`src/include/root_port_defs.svh`:
```
// Offsets, field positions and sizes for the root port event block
`ifndef ROOT_PORT_DEFS_SVH
`define ROOT_PORT_DEFS_SVH
`define ROOT_CONTROL_OFFSET 8'hbc
`define ROOT_STATUS_OFFSET 8'hc0
`define ADDR_WORD_LSB 2
`define CTL_BE_BIT 0
`define STS_BE_BIT 2
`define STS_RID_MSB 15
`define STS_RID_LSB 0
`define CTL_CORR_BIT 0
`define CTL_NONFATAL_BIT 1
`define CTL_FATAL_BIT 2
`define CTL_PME_INTERRUPT_ENABLE_BIT 3
`define STS_PME_STATUS_FLAG_BIT 16
`define STS_PME_PENDING_FLAG_BIT 17
`define CTL_RESET 4'h0
`define RID_RESET 16'h0000
`define PME_QUEUE_DEPTH 8
`define PME_QUEUE_AW 3
`define PME_COUNT_W 4
`endif

```
`src/include/root_port_pkg.sv`:
```
// Types shared by the root port event block
`default_nettype none
package root_port_pkg;
   typedef struct packed {
      logic fatal;
      logic nonfatal;
      logic correctable;
   } err_event_t;
   typedef struct packed {
      logic valid;
      logic [15:0] rid;
   } pme_msg_t;
   typedef struct packed {
      logic pme_interrupt_enable;
      logic fatal_syserr_enable;
      logic nonfatal_syserr_enable;
      logic correctable_syserr_enable;
   } root_control_t;
   typedef enum logic [1:0] {
      ST_IDLE = 2'b01,
      ST_HELD = 2'b10
   } pme_state_t;
endpackage
`default_nettype wire

```
`src/rtl/pme_queue.sv`:
```
// Arrival-ordered queue of pending PME requester IDs
`timescale 1ns/1ns
`default_nettype none
`include "root_port_defs.svh"
module pme_queue
   import root_port_pkg::*;
(
   input wire logic clk,
   input wire logic rst,
   input wire logic push,
   input wire logic [15:0] push_rid,
   input wire logic pop,
   output logic [15:0] head_rid,
   output logic not_empty,
   output logic full
);
   logic [15:0] mem_q [`PME_QUEUE_DEPTH];
   logic [`PME_QUEUE_AW-1:0] wr_q;
   logic [`PME_QUEUE_AW-1:0] rd_q;
   logic [`PME_COUNT_W-1:0] cnt_q;
   logic do_push;
   logic do_pop;

   assign do_pop = pop && (cnt_q != '0);
   // A full queue drops the newest message rather than overwrite order;
   // a pop in the same cycle frees a slot first
   assign do_push = push && ((cnt_q != `PME_COUNT_W'(`PME_QUEUE_DEPTH)) || do_pop);
   assign head_rid = mem_q[rd_q];
   assign not_empty = (cnt_q != '0);
   assign full = (cnt_q == `PME_COUNT_W'(`PME_QUEUE_DEPTH));

   always_ff @(posedge clk) begin
      if (do_push) begin
         mem_q[wr_q] <= push_rid;
      end
   end

   always_ff @(posedge clk or posedge rst) begin
      if (rst) begin
         wr_q <= '0;
         rd_q <= '0;
         cnt_q <= '0;
      end else begin
         if (do_push) begin
            wr_q <= wr_q + 1'b1;
         end
         if (do_pop) begin
            rd_q <= rd_q + 1'b1;
         end
         if (do_push && !do_pop) begin
            cnt_q <= cnt_q + 1'b1;
         end else if (!do_push && do_pop) begin
            cnt_q <= cnt_q - 1'b1;
         end
      end
   end
endmodule
`default_nettype wire

```
`src/rtl/root_port_pme_serr_control.sv`:
```
// Root port PME recording, PME interrupt and system error decision
// Contract
// - Per-severity enables decide system error, overriding command register enable.
// - PME interrupt when enabled and a received PME sets status, or when the enable rises while status is set.
// - Enable rising while status already set also raises PME interrupt.
// - Fatal errors, downstream or local, raise system error when bit 2 set.
// - Non-fatal errors raise system error when bit 1 set.
// - Correctable errors raise system error when bit 0 set.
// - Accepting a PME sets status bit 16; software writes one to clear.
// - Bits 15:0 hold last delivered requester ID, read-only.
// - While status set, further Pme_status_flag stay pending, not delivered.
// - Pending bit 17 set while another PME waits behind status.
// - Clearing status delivers the pending PME: status set, ID loaded.
// - Pending bit clears itself when no Pme_status_flag remain waiting.
`timescale 1ns/1ns
`default_nettype none
`include "root_port_defs.svh"
module root_port_pme_serr_control
   import root_port_pkg::*;
(
   input wire logic clk,
   input wire logic rst,
   input wire logic cfg_wr,
   input wire logic cfg_rd,
   input wire logic [7:0] cfg_addr,
   input wire logic [3:0] cfg_be,
   input wire logic [31:0] cfg_wdata,
   output logic [31:0] cfg_rdata,
   input wire pme_msg_t pme_msg,
   input wire err_event_t err_msg,
   input wire err_event_t err_local,
   output logic pme_irq,
   output logic serr
);
   // ==========================================================
   // Register decode
   function automatic logic hit(input logic [7:0] a, input logic [7:0] off);
      hit = (a[7:`ADDR_WORD_LSB] == off[7:`ADDR_WORD_LSB]);
   endfunction

   // ==========================================================
   // Signals
   root_control_t ctl_q;
   logic pme_status_flag_q;
   logic [15:0] rid_q;
   pme_state_t state_q;
   logic ctl_sel;
   logic sts_sel;
   logic ctl_wr;
   logic sts_clr;
   logic q_push;
   logic q_pop;
   logic [15:0] q_head;
   logic q_ne;
   logic deliver_now;
   logic pme_pending_flag;
   logic ie_rise;
   logic pme_irq_d;
   logic [31:0] rdata_d;
   err_event_t err_all;
   logic fatal_raise;
   logic nonfatal_raise;
   logic corr_raise;

   // Word decode: all byte lanes of a register share its select
   assign ctl_sel = hit(cfg_addr, `ROOT_CONTROL_OFFSET);
   assign sts_sel = hit(cfg_addr, `ROOT_STATUS_OFFSET);
   assign ctl_wr = cfg_wr && ctl_sel && cfg_be[`CTL_BE_BIT];
   assign sts_clr = cfg_wr && sts_sel && cfg_be[`STS_BE_BIT] && cfg_wdata[`STS_PME_STATUS_FLAG_BIT];

   // ==========================================================
   // Root control
   // only bits 3:0 writable
   always_ff @(posedge clk or posedge rst) begin
      if (rst) begin
         ctl_q <= `CTL_RESET;
      end else if (ctl_wr) begin
         ctl_q <= cfg_wdata[`CTL_PME_INTERRUPT_ENABLE_BIT:`CTL_CORR_BIT];
      end
   end

   // ==========================================================
   // PME acceptance and queue
   // Later messages queue behind older ones so arrival order holds
   // hold new Pme_status_flag while status set or older ones wait
   assign q_push = pme_msg.valid && (pme_status_flag_q || q_ne) && !(sts_clr && !q_ne);
   // Limitation: beyond eight waiting messages the newest is lost
   // in-order pending queue
   pme_queue u_queue (
      .clk(clk),
      .rst(rst),
      .push(q_push),
      .push_rid(pme_msg.rid),
      .pop(q_pop),
      .head_rid(q_head),
      .not_empty(q_ne),
      .full()
   );

   // Direct delivery when nothing waits and status is free
   assign deliver_now = pme_msg.valid && !q_push;
   // pending head delivered once status is free
   assign q_pop = q_ne && (!pme_status_flag_q || sts_clr);
   assign pme_pending_flag = q_ne;

   // ==========================================================
   // PME status flag
   always_ff @(posedge clk or posedge rst) begin
      if (rst) begin
         pme_status_flag_q <= 1'b0;
         state_q <= ST_IDLE;
      end else begin
         case (state_q)
            ST_IDLE: begin
               if (q_pop) begin
                  pme_status_flag_q <= 1'b1;
                  state_q <= ST_HELD;
               end else if (deliver_now) begin
                  pme_status_flag_q <= 1'b1;
                  state_q <= ST_HELD;
               end
            end
            ST_HELD: begin
               if (q_pop) begin
                  pme_status_flag_q <= 1'b1;
               end else if (sts_clr && deliver_now) begin
                  // Set wins over clear for the same-cycle message
                  pme_status_flag_q <= 1'b1;
               end else if (sts_clr) begin
                  pme_status_flag_q <= 1'b0;
                  state_q <= ST_IDLE;
               end
            end
            default: begin
               state_q <= ST_IDLE;
               pme_status_flag_q <= 1'b0;
            end
         endcase
      end
   end

   always_ff @(posedge clk or posedge rst) begin
      if (rst) begin
         rid_q <= `RID_RESET;
      end else if (q_pop) begin
         rid_q <= q_head;
      end else if (deliver_now) begin
         rid_q <= pme_msg.rid;
      end
   end

   // ==========================================================
   // PME interrupt
   // Status is set by a queue pop or by direct delivery
   logic pme_status_flag_set;
   assign pme_status_flag_set = (state_q == ST_IDLE && (q_pop || deliver_now)) || (state_q == ST_HELD
                     && (q_pop || (sts_clr && deliver_now)));
   // enable rising with status already set
   assign ie_rise = ctl_wr && !ctl_q.pme_interrupt_enable && cfg_wdata[`CTL_PME_INTERRUPT_ENABLE_BIT]
                    && pme_status_flag_q;

   // pulse per status setting, only when enabled
   assign pme_irq_d = (ctl_q.pme_interrupt_enable && pme_status_flag_set) || ie_rise;
   always_ff @(posedge clk or posedge rst) begin
      if (rst) begin
         pme_irq <= 1'b0;
      end else begin
         pme_irq <= pme_irq_d;
      end
   end

   // ==========================================================
   // System error
   // Hierarchy and local errors are treated alike
   assign err_all = err_msg | err_local;
   assign fatal_raise = err_all.fatal && ctl_q.fatal_syserr_enable;
   assign nonfatal_raise = err_all.nonfatal && ctl_q.nonfatal_syserr_enable;
   assign corr_raise = err_all.correctable && ctl_q.correctable_syserr_enable;
   // One pulse per error cycle, not latched
   // severity enables alone decide
   always_ff @(posedge clk or posedge rst) begin
      if (rst) begin
         serr <= 1'b0;
      end else begin
         serr <= fatal_raise || nonfatal_raise || corr_raise;
      end
   end

   // ==========================================================
   // Read data
   // reserved bits zero
   always_comb begin
      rdata_d = '0;
      if (ctl_sel) begin
         rdata_d[`CTL_PME_INTERRUPT_ENABLE_BIT:`CTL_CORR_BIT] = ctl_q;
      end else if (sts_sel) begin
         rdata_d[`STS_RID_MSB:`STS_RID_LSB] = rid_q;
         rdata_d[`STS_PME_STATUS_FLAG_BIT] = pme_status_flag_q;
         rdata_d[`STS_PME_PENDING_FLAG_BIT] = pme_pending_flag;
      end
   end

   // Captured on the read strobe and held until the next read
   always_ff @(posedge clk or posedge rst) begin
      if (rst) begin
         cfg_rdata <= '0;
      end else if (cfg_rd) begin
         cfg_rdata <= rdata_d;
      end
   end
endmodule
`default_nettype wire

```
`config.mk`:
```
export PLATFORM = sky130hd
export DESIGN_NAME = root_port_pme_serr_control
export DESIGN_NICKNAME = d
export VERILOG_FILES = /design/src/include/root_port_pkg.sv /design/src/rtl/pme_queue.sv /design/src/rtl/root_port_pme_serr_control.sv
export VERILOG_INCLUDE_DIRS = /design/src /design/src/include
export SDC_FILE = /design/constraint.sdc
export NUM_CORES = 1
export LEC_CHECK = 0
export ABC_AREA = 1
export BUFFER_PORTS_ARGS = -buffer_cell sky130_fd_sc_hd__buf_4
export CORE_UTILIZATION = 54
export CTS_BUF_LIST = sky130_fd_sc_hd__clkbuf_8
export DETAILED_ROUTE_END_ITERATION = 10
export GPL_ROUTABILITY_DRIVEN = 1
export HOLD_SLACK_MARGIN = 0.02
export MAX_ROUTING_LAYER = met4
export PLACE_DENSITY = 0.78
export REMOVE_ABC_BUFFERS = 1
export SYNTH_ARGS = -nofsm -noshare
export SYNTH_HDL_FRONTEND = slang
export SYNTH_SLANG_ARGS = --single-unit
```
`constraint.sdc`:
```
create_clock -name clk -period 2.5 [get_ports clk]
set_clock_uncertainty 0.1 [all_clocks]
set_input_delay 0.375 -clock clk [delete_from_list [all_inputs] [get_ports clk]]
set_output_delay 0.375 -clock clk [all_outputs]
set_load 0.01 [all_outputs]
```
==> metrics, run 1 <==
largest area contributor in the netlist edfxtp_1; number of buffers and inverters on the critical path 4; dpl ws -0.153 ns; Slew @ Worst Pin a little under 0.7 ns; # setup viols final 0; sequential area share after synthesis 66.2%; net count reported at finish ~920; Layout Utilization ~65%; fmax ~0.42 GHz; Tot GR Track Use 25.7%; Ports between 100 and 150; Power, Total between 10 and 15 mW; Iteration-0 DRC Markers 552; Final Cell Area 9070 µm²; total core area 14000 µm²; area of the multi-input gates 2310 µm²; ant diodes 0; Post-synth top cells nand2_1 (180), nor2_1 (144), edfxtp_1 (128), o21ai_0 (81), dfrtp_1 (52); HP Class primary input to flip-flop; Crit path max-delay family simple AND/OR/NAND/NOR gates; status finished, final reports clean; Setup TNS 0 ns; Synth Instances 756; endpoints failing hold 0; Synth Register Bits 181; vias per inst between 5 and 6; Max stage delay cell, worst path dfrtp_1; synthesized cell area 7810 µm²; Ys Warns 0; Syn Area/Cell 10.3 µm²; crit start category flip-flop; H-Tree Depth 4; slowest stage delay, CP between 0.4 and 0.5 ns; first-pass GRT wire length around 28000 µm; most common cell in the netlist nand2_1; Sink Count 181; Die Ht 122 µm; Critical Path AT 2.64 ns; worst vdd ir about 530 µV; Syn-to-layout area delta 16.2%; maxcap violations 0; Rows 43; Max Slew Vio Count 0; Final Worst Setup Slack ~0.11 ns; Clock Path Buffers 2; Vias 5641; Post-Place Cell Area 8550 µm²; clock slew at reported path FFs roughly 0.10 ns; worst-path fanout max 3; gp weighted congestion between 0.8 and 0.9; WL/cell approximately 17 µm; async set-reset flop share out of synthesis 29.3%; reg2reg setup slack 0.11 ns; CTS buffer count 17; Root Driver clkbuf_8; top area cells in the synthesized netlist edfxtp_1 (49%), dfrtp_1 (17%), nand2_1 (8.7%); Die Wd 122 µm; Final min period 2.39 ns; Most used DFF post-synth edfxtp_1; top-area cell type share of the netlist area around half; TritonRoute pass-1 iters 5; initial core utilization ~56%; Crit path top cell by count nand2_2; Crit. End Element flip-flop; layout cells sized above 1 18.0%; final worst path period share between 90 and 100%; PortBufs 59; Required @ worst endpoint 2.76 ns; power per cell area 1120 nW/µm²; relative max-transition margin a little over half; fillcell total 1078; RSZ-0062 raised after global routing true; TritonCTS clock tree built; Skew-Pair Late Insertion Delay ~0.46 ns; DRC 0; initial antenna violation count 0; final wirelength 17500 µm; Post-DRT Antenna Nets 0; hpwl dp 10400 µm; vias in the first global route 5467; overflow left after global routing 0; storage element area between 5000 and 6000 µm²; worst setup path class flip-flop to flip-flop; Die Area roughly 15000 µm²; EDFF count, synth 128; critical path, cell by cell inv_2, nand2_2, nor3_4, inv_2, nand2_1, nand2_1, nand2_2, inv_2, ha_4, inv_4, ha_4, nand2_2, nand2_2, a21oi_2, nor2_1, nor2_1, nand2_1, xor2_1; largest net degree at the start of global routing 66; synth unique cells 37; LEAKAGE 3.79 nW
sequential cells by signal, summed over array words and instances, names as in the netlist:
name and count:
cfg_rdata 18, ctl_q 4, pme_irq 1, pme_status_flag_q 1, rid_q 16, serr 1, state_q 2, u_queue.cnt_q 4
u_queue.mem_q 128, u_queue.rd_q 3, u_queue.wr_q 3
through the flow:
step	hold WS, ns	instances
2_1_floorplan	0.342	724
3_3_place_gp	0.360	988
3_5_place_dp	0.366	988
4_1_cts	0.0205	1025
5_1_grt	0.0381	1032
6_report	0.0375	1032
worst register-to-register path, stage by stage (launching register included):
cell	delay [ns]
dfrtp_1	0.41
inv_2	0.07
nand2_2	0.06
nor3_4	0.21
inv_2	0.08
nand2_1	0.07
nand2_1	0.07
nand2_2	0.08
inv_2	0.05
ha_4	0.17
inv_4	0.06
ha_4	0.19
nand2_2	0.06
nand2_2	0.06
a21oi_2	0.17
nor2_1	0.07
nor2_1	0.10
nand2_1	0.07
xor2_1	0.13
kinds of logic after synthesis:
kind of cell / share of synthesized area (%)
other cells: 0.0480
simple gates: 18.3
buf+inv: 5.30
flops: 66.2
compound gates: 8.17
xor+xnor: 0.561
fa+ha+maj: 1.38
layout make-up:
cell class | count | area share [%]
sequential | 181 | 57.0
multi-input combinational | 505 | 25.4
timing repair buffer | 96 | 9.13
clock buffer | 17 | 2.58
tap | 180 | 2.48
clock inverter | 15 | 1.74
inverter | 38 | 1.65
timing repair:
item / in CTS / in global routing
gates resized for setup: 1 / 8
hold buffers: 3 / 0
endpoints found under the hold margin: 27 / 0
pin swaps: 0 / 14
endpoints found under the setup margin: 1 / 1
buffers inserted: 2 / 7
layout by cell type, fill, tap and decap left out, types with 3 or more instances in the layout:
master / Yosys / routed
o21ai_2: 3 / 3
o21ai_1: 26 / 26
o21ai_0: 81 / 81
a21oi_1: 4 / 3
nand2_1: 180 / 178
inv_4: 2 / 3
buf_4: 18 / 85
conb_1: 1 / 14
nor2_1: 144 / 144
edfxtp_1: 128 / 128
inv_1: 30 / 28
clkinv_4: 0 / 3
ha_1: 7 / 5
clkinv_1: 2 / 3
buf_12: 0 / 8
dfrtp_1: 52 / 51
xor2_1: 3 / 3
clkbuf_8: 0 / 17
nand4_1: 4 / 4
dlygate4sd3_1: 0 / 3
nand2_2: 3 / 5
nand3_1: 18 / 18
clkinvlp_4: 0 / 4
inv_2: 4 / 6
report_power, final:
group | total [mW] | internal [mW] | switching (mW)
registers | 4.11 | 3.87 | 0.234
logic | 4.08 | 1.45 | 2.64
clock network | 1.95 | 0.894 | 1.06
total | 10.1 | 6.22 | 3.93
routing by layer:
layer / wire (µm) / vias to the layer above / GRT usage [%]
met2: 8990 / 230 / 42.3
met4: 409 / 0 / 11.3
met3: 1040 / 41 / 3.86
met5: 0 / - / -
met1: 7040 / 2717 / 31.6
li1: - / 2653 / -
final timing paths:
path,from,end,depth (start not counted)
setup / recovery,u_queue.cnt_q[1]$_DFFE_PP0P_,u_queue.cnt_q[3]$_DFFE_PP0P_,18
hold / removal,cfg_wdata[0],ctl_q[0]$_DFFE_PP0P_,3
setup reg to reg,u_queue.cnt_q[1]$_DFFE_PP0P_,u_queue.cnt_q[3]$_DFFE_PP0P_,18
hold reg to reg,state_q[0]$_DFFE_PP1P_,state_q[0]$_DFFE_PP1P_,2
max in group asynchronous,rst,state_q[0]$_DFFE_PP1P_,4
min in group asynchronous,rst,rid_q[1]$_DFFE_PP0P_,3
Note: power is estimated with default switching activity, not from simulation.
==> run 2, diff against run 1 <==
- CORE_MARGIN: default -> 2
- GPL_TIMING_DRIVEN: default -> 0
==> metrics, run 2 (synthesis results as in run 1) <==
Largest regs u_queue.mem_q x128, cfg_rdata x18, rid_q x16; gp weighted congestion ~0.8; Crit. End Element flip-flop; Switch Pwr 4.08 mW; Critical Path AT 2.81 ns; relative max-transition margin 53.9%; crit start category flip-flop; Slew @ Worst Pin 0.691 ns; GR Util met1 30.3%; Die Wd 124 µm; area of the multi-input gates 2360 µm²; Max Slew Vio Count 0; total core area between 10000 and 15000 µm²; layout cells sized above 1 18.7%; worst-path fanout max 3; Post-DRT Antenna Nets 0; Logic pwr share between 30% and 40%; Ports 105; Die Area 15400 µm²; final worst path period share 102%; TritonCTS clock tree built; Pint 6.29 mW; dpl ws -0.425 ns; H-Tree Depth 4; vias per inst roughly 5.5; Tot GR Track Use between 20% and 30%; CTS buffer count 17; overflow left after global routing 0; Clock Path Buffers 2; status finished with violations; Required @ worst endpoint 2.76 ns; maxcap violations 0; Syn-to-layout area delta 16.7%; commonest cells after routing, fill and taps aside nand2_1 (176), nor2_1 (137), edfxtp_1 (128); initial core utilization between 50% and 60%; storage element area between 5000 and 6000 µm²; Final min period ~2.6 ns; PortBufs 59; TritonRoute pass-1 iters 5; fmax just under 0.4 GHz; Root Driver clkbuf_8; WL/cell 18.3 µm; Final Worst Setup Slack -0.0508 ns; hpwl dp approximately 11000 µm; Crit path top cell by count nand2_2; first-pass GRT wire length 29400 µm; Vias 5641; DRC 0; commonest non-fill, non-tap cell in the layout nand2_1; # setup viols final 1; Clock Power Share 20.3%; Iteration-0 DRC Markers between 600 and 700; worst vdd ir 538 µV; final wirelength 18700 µm; Largest register FFs 128; power per cell area 1140 nW/µm²; initial antenna violation count 0; share of total power in sequential cells 41.8%; RSZ-0062 raised after global routing true; Max stage delay cell, worst path dfrtp_2; Rows 43; met3 usage under 10%; LEAKAGE 3.77 nW; Layout Utilization 65.2%; GRT busiest layer met2; endpoints failing hold 0; met2 Usage GRT 42.1%; Die Ht around 120 µm; Sink Count between 150 and 200; slowest stage delay, CP 0.45 ns; failing checks negative setup slack; worst setup path class flip-flop to flip-flop; net count reported at finish 910; ant diodes 0; Skew-Pair Late Insertion Delay 0.47 ns; clock slew at reported path FFs 0.09 ns; largest reg by FF count u_queue.mem_q; sw frac about two fifths; HP Class primary input to flip-flop; largest net degree at the start of global routing 66; critical path, cell by cell inv_2, nand2_4, nor3_4, inv_2, nand2_8, nand2_2, nand2_4, inv_4, ha_4, inv_4, ha_4, nand2_2, nand2_2, a21oi_2, nor2_1, nor2_1, nand2_1, xor2_1; vias in the first global route 5723; fillcell total 1032
-- run 2: cell count changes in the layout (fill, tap and decap cells not counted), sizes merged --
cell         previous run  this run
buf                    93        82
bufinv                  2         3
dlygate4sd3             3         6
clkinvlp                4         3
inv                    40        42
clkbuf                 17        18
clkinv                  7         4
-- run 2: stage by stage --
| stage | cell area (µm²) | total power, mW | setup TNS, ns | instances | hold WS, ns |
|---|---|---|---|---|---|
| 6_report | 9110 | 10.4 | -0.0508 | 1024 | 0.0378 |
| 5_1_grt | 9110 | 11.0 | -0.422 | 1024 | 0.0244 |
| 4_1_cts | 8950 | 10.1 | -0.0482 | 1012 | 0.0207 |
| 3_5_place_dp | 8440 | 7.93 | -26.61 | 972 | 0.236 |
| 3_3_place_gp | 8260 | 7.53 | -135.47 | 963 | 0.361 |
| 2_1_floorplan | 7590 | 6.64 | -3.69 | 724 | 0.342 |
-- run 2: per-layer routing --
metal | up-vias | share of wire [%] | routed length, µm
met3 | 41 | 6.6 | 1230
met5 | - | 0 | 0
met4 | 0 | 2.5 | 471
met2 | 240 | 53 | 9870
met1 | 2720 | 38 | 7140
li1 | 2640 | - | -
-- run 2: worst paths after layout --
kind	startpoint	endpoint	slack [ns]	cells after the start
setup / recovery	u_queue.cnt_q[1]$_DFFE_PP0P_	u_queue.cnt_q[3]$_DFFE_PP0P_	-0.05	18
hold / removal	pme_msg[9]	u_queue.mem_q[7][9]$_DFFE_PP_	0.04	1
setup reg to reg	u_queue.cnt_q[1]$_DFFE_PP0P_	u_queue.cnt_q[3]$_DFFE_PP0P_	-0.05	18
hold reg to reg	cfg_rdata[7]$_DFFE_PP0P_	cfg_rdata[7]$_DFFE_PP0P_	0.40	2
max in group asynchronous	rst	state_q[0]$_DFFE_PP1P_	1.42	4
min in group asynchronous	rst	cfg_rdata[13]$_DFFE_PP0P_	0.30	3
-- run 2: area by class of cell --
class                      instances  area share (%)
clock buffer                      18            2.72
clock inverter                    14            1.91
inverter                          38            1.77
multi-input combinational        505            25.9
sequential                       181            56.8
tap                              180            2.47
timing repair buffer              88            8.40
-- run 2: what timing repair did --
action	CTS	global route
hold endpoints to repair	22	0
pin swaps	1	12
setup buffers	2	12
gates resized for setup	6	21
cloned	0	0
setup endpoints to repair	59	74
hold buffers	6	0
-- run 2: worst max-delay path: cells and delay by family, from the launching register on --
kind                       cells  cell delay [ns]
AOI/OAI and AO/OA              1             0.16
xor gates and xnor gates       1             0.15
adders and majority gates      2             0.36
buffers and inverters          4             0.33
DFF                            1             0.45
and+or+nand+nor               10             0.90
-- run 2: power groups by stage --
stage	registers, mW	clock network (mW)	logic [mW]
final	4.33	2.10	3.94
after global routing	4.37	2.24	4.43
after CTS	4.30	2.11	3.67
after detailed placement	4.37	0	3.56
after global placement	4.45	0	3.08
after floorplan	4.29	0	2.35
==> run 3, diff against run 2 <==
- ABC_AREA: 1 -> default
- CORE_UTILIZATION: 54 -> 53
==> metrics, run 3 <==
vias per inst approximately 5.8; PortBufs 59; Most used DFF post-synth edfxtp_1; Ports 105; vias in the first global route around 4.2k; gp weighted congestion about 0.77; Post-Synth XOR/XNOR Area 1.07%; H-Tree Depth 4; ant diodes 0; hpwl dp about 9300 µm; final wirelength 15100 µm; LEAKAGE between 3 and 4 nW; total core area 13800 µm²; Largest regs u_queue.mem_q x128, cfg_rdata x18, rid_q x16; synthesized cell area 7400 µm²; worst vdd ir 479 µV; most common cell in the netlist edfxtp_1; Die Wd 122 µm; # setup viols final 0; Iteration-0 DRC Markers 270; Final min period 2.43 ns; Synth Instances 441; TritonRoute pass-1 iters 4; CTS buffer count 17; Sink Count 181; Root Driver clkbuf_8; top-area cell type share of the netlist area 51.9%; initial antenna violation count 0; net count reported at finish a little over 600; Syn Area/Cell ~17 µm²; RSZ-0062 raised after global routing true; HP Class primary input to flip-flop; WL/cell ~21 µm; Die Ht 122 µm; initial core utilization ~54%; Ys Warns 0; Slew @ Worst Pin 1.12 ns; Syn-to-layout area delta 18.9%; largest reg by FF count u_queue.mem_q; main combinational cell family by area after synthesis multiplexers; first-pass GRT wire length 22400 µm; adder-cell share of the synthesized area ~1.5%; synth unique cells 43; Critical Path AT between 2 and 3 ns; dpl ws -0.562 ns; layout cells sized above 1 35.4%; crit start category flip-flop; Die Area 14900 µm²; Max Slew Vio Count 0; endpoints failing hold 0; status finished, final reports clean; area fraction in compound gates after synthesis 5.83%; EDFF count, synth 128; sequential area share after synthesis 69.9%; Largest register FFs 128; Crit. End Element flip-flop; final worst path period share 97.4%; maxcap violations 0; simple-gate area share of the yosys netlist 4.60%; Post-synth top cells edfxtp_1 (128), dfrtp_1 (52), mux4_2 (32), a21oi_1 (24); overflow left after global routing 0; multiplexer area fraction after synthesis a little over an eighth; Clock Path Buffers 2; Required @ worst endpoint 2.76 ns; Power, Total 9.29 mW; async set-reset flop share out of synthesis 29.3%; worst-path fanout max 3; Post-DRT Antenna Nets 0; top area cells in the synthesized netlist edfxtp_1 (52%), dfrtp_1 (18%), mux4_2 (9.7%); DRC 0; Tot GR Track Use 21.7%; largest net degree at the start of global routing 38; Synth Register Bits 181; Final Worst Setup Slack 0.0652 ns; power per cell area 1060 nW/µm²; commonest non-fill, non-tap cell in the layout edfxtp_1; worst setup path class flip-flop to flip-flop; TritonCTS clock tree built; Skew-Pair Late Insertion Delay ~0.47 ns; Rows 43; Vias 4176; relative max-transition margin 25.3%; commonest cells after routing, fill and taps aside edfxtp_1 (128), buf_4 (78), dfrtp_1 (46); largest area contributor in the netlist edfxtp_1; clock slew at reported path FFs 0.10 ns; fmax between 0.4 and 0.5 GHz
run 3: cell families after synthesis:
kind of cell | Yosys count
flip-flops | 181
buffers and inverters | 57
AND/OR/NAND/NOR | 58
AO/OA/AOI/OAI | 72
other | 1
adder cells (fa/ha/maj) | 8
XOR/XNOR | 9
multiplexers | 55
run 3: routing by layer:
metal  wire [µm]  share of wire (%)  track usage, %
met1        5870                 39            25.7
met2        7890                 52            37.0
met3        1090                7.2            5.06
met4         266                1.8            6.97
met5           0                  0               -
run 3: worst paths after layout:
path | startpoint | end | slack [ns] | depth (start not counted)
min | pme_msg[15] | u_queue.mem_q[4][15]$_DFFE_PP_ | 0.04 | 1
min reg2reg | rid_q[8]$_DFFE_PP0P_ | cfg_rdata[8]$_DFFE_PP0P_ | 0.42 | 2
max | u_queue.cnt_q[0]$_DFFE_PP0P_ | u_queue.cnt_q[3]$_DFFE_PP0P_ | 0.07 | 10
min in group asynchronous | rst | pme_irq$_DFF_PP0_ | 0.35 | 3
max reg2reg | u_queue.cnt_q[0]$_DFFE_PP0P_ | u_queue.cnt_q[3]$_DFFE_PP0P_ | 0.07 | 10
max in group asynchronous | rst | u_queue.cnt_q[2]$_DFFE_PP0P_ | 1.39 | 4
run 3: worst max-delay path: stages (launching register included):
cell	delay, ns
dfrtp_2	0.41
or4_4	0.54
and2_4	0.17
inv_2	0.06
ha_4	0.15
inv_4	0.05
ha_1	0.33
a21oi_2	0.16
xnor2_1	0.12
nor2_1	0.07
xor2_1	0.15
run 3: metrics by stage:
stage	TNS (ns)	util, %	instances	area (µm²)	hold slack [ns]
after floorplan	-70.76	-	418	7220	0.360
after global placement	-248.01	57.3	657	7890	0.389
after detailed placement	-38.93	58.8	669	8100	0.292
after CTS	-10.07	62.6	712	8630	0.0218
after global routing	-0.0373	63.9	722	8800	0.0225
final	0	63.9	722	8800	0.0449
run 3: final cells by class:
type / count / area [µm²]
flip-flops and latches: 181 / 5180
fillers: 955 / 4970
multi-input cells: 217 / 2130
repair buffers: 91 / 766
clock buffers: 17 / 234
well taps: 180 / 225
clock inverters: 15 / 189
inverters: 21 / 81.3
run 3: where the power goes:
part           internal [mW]  total (mW)  switching [mW]
combinational           1.49        2.83            1.34
clock                  0.935        2.06            1.13
sequential              3.83        4.40           0.562
run 3: repair_timing:
action                     in CTS  in global routing
setup endpoints to repair      68                142
hold buffers                    5                  0
gates resized for setup         6                 16
pin swaps                       2                 16
setup buffers                   5                 10
hold endpoints to repair       31                  0
gates cloned                    1                  0
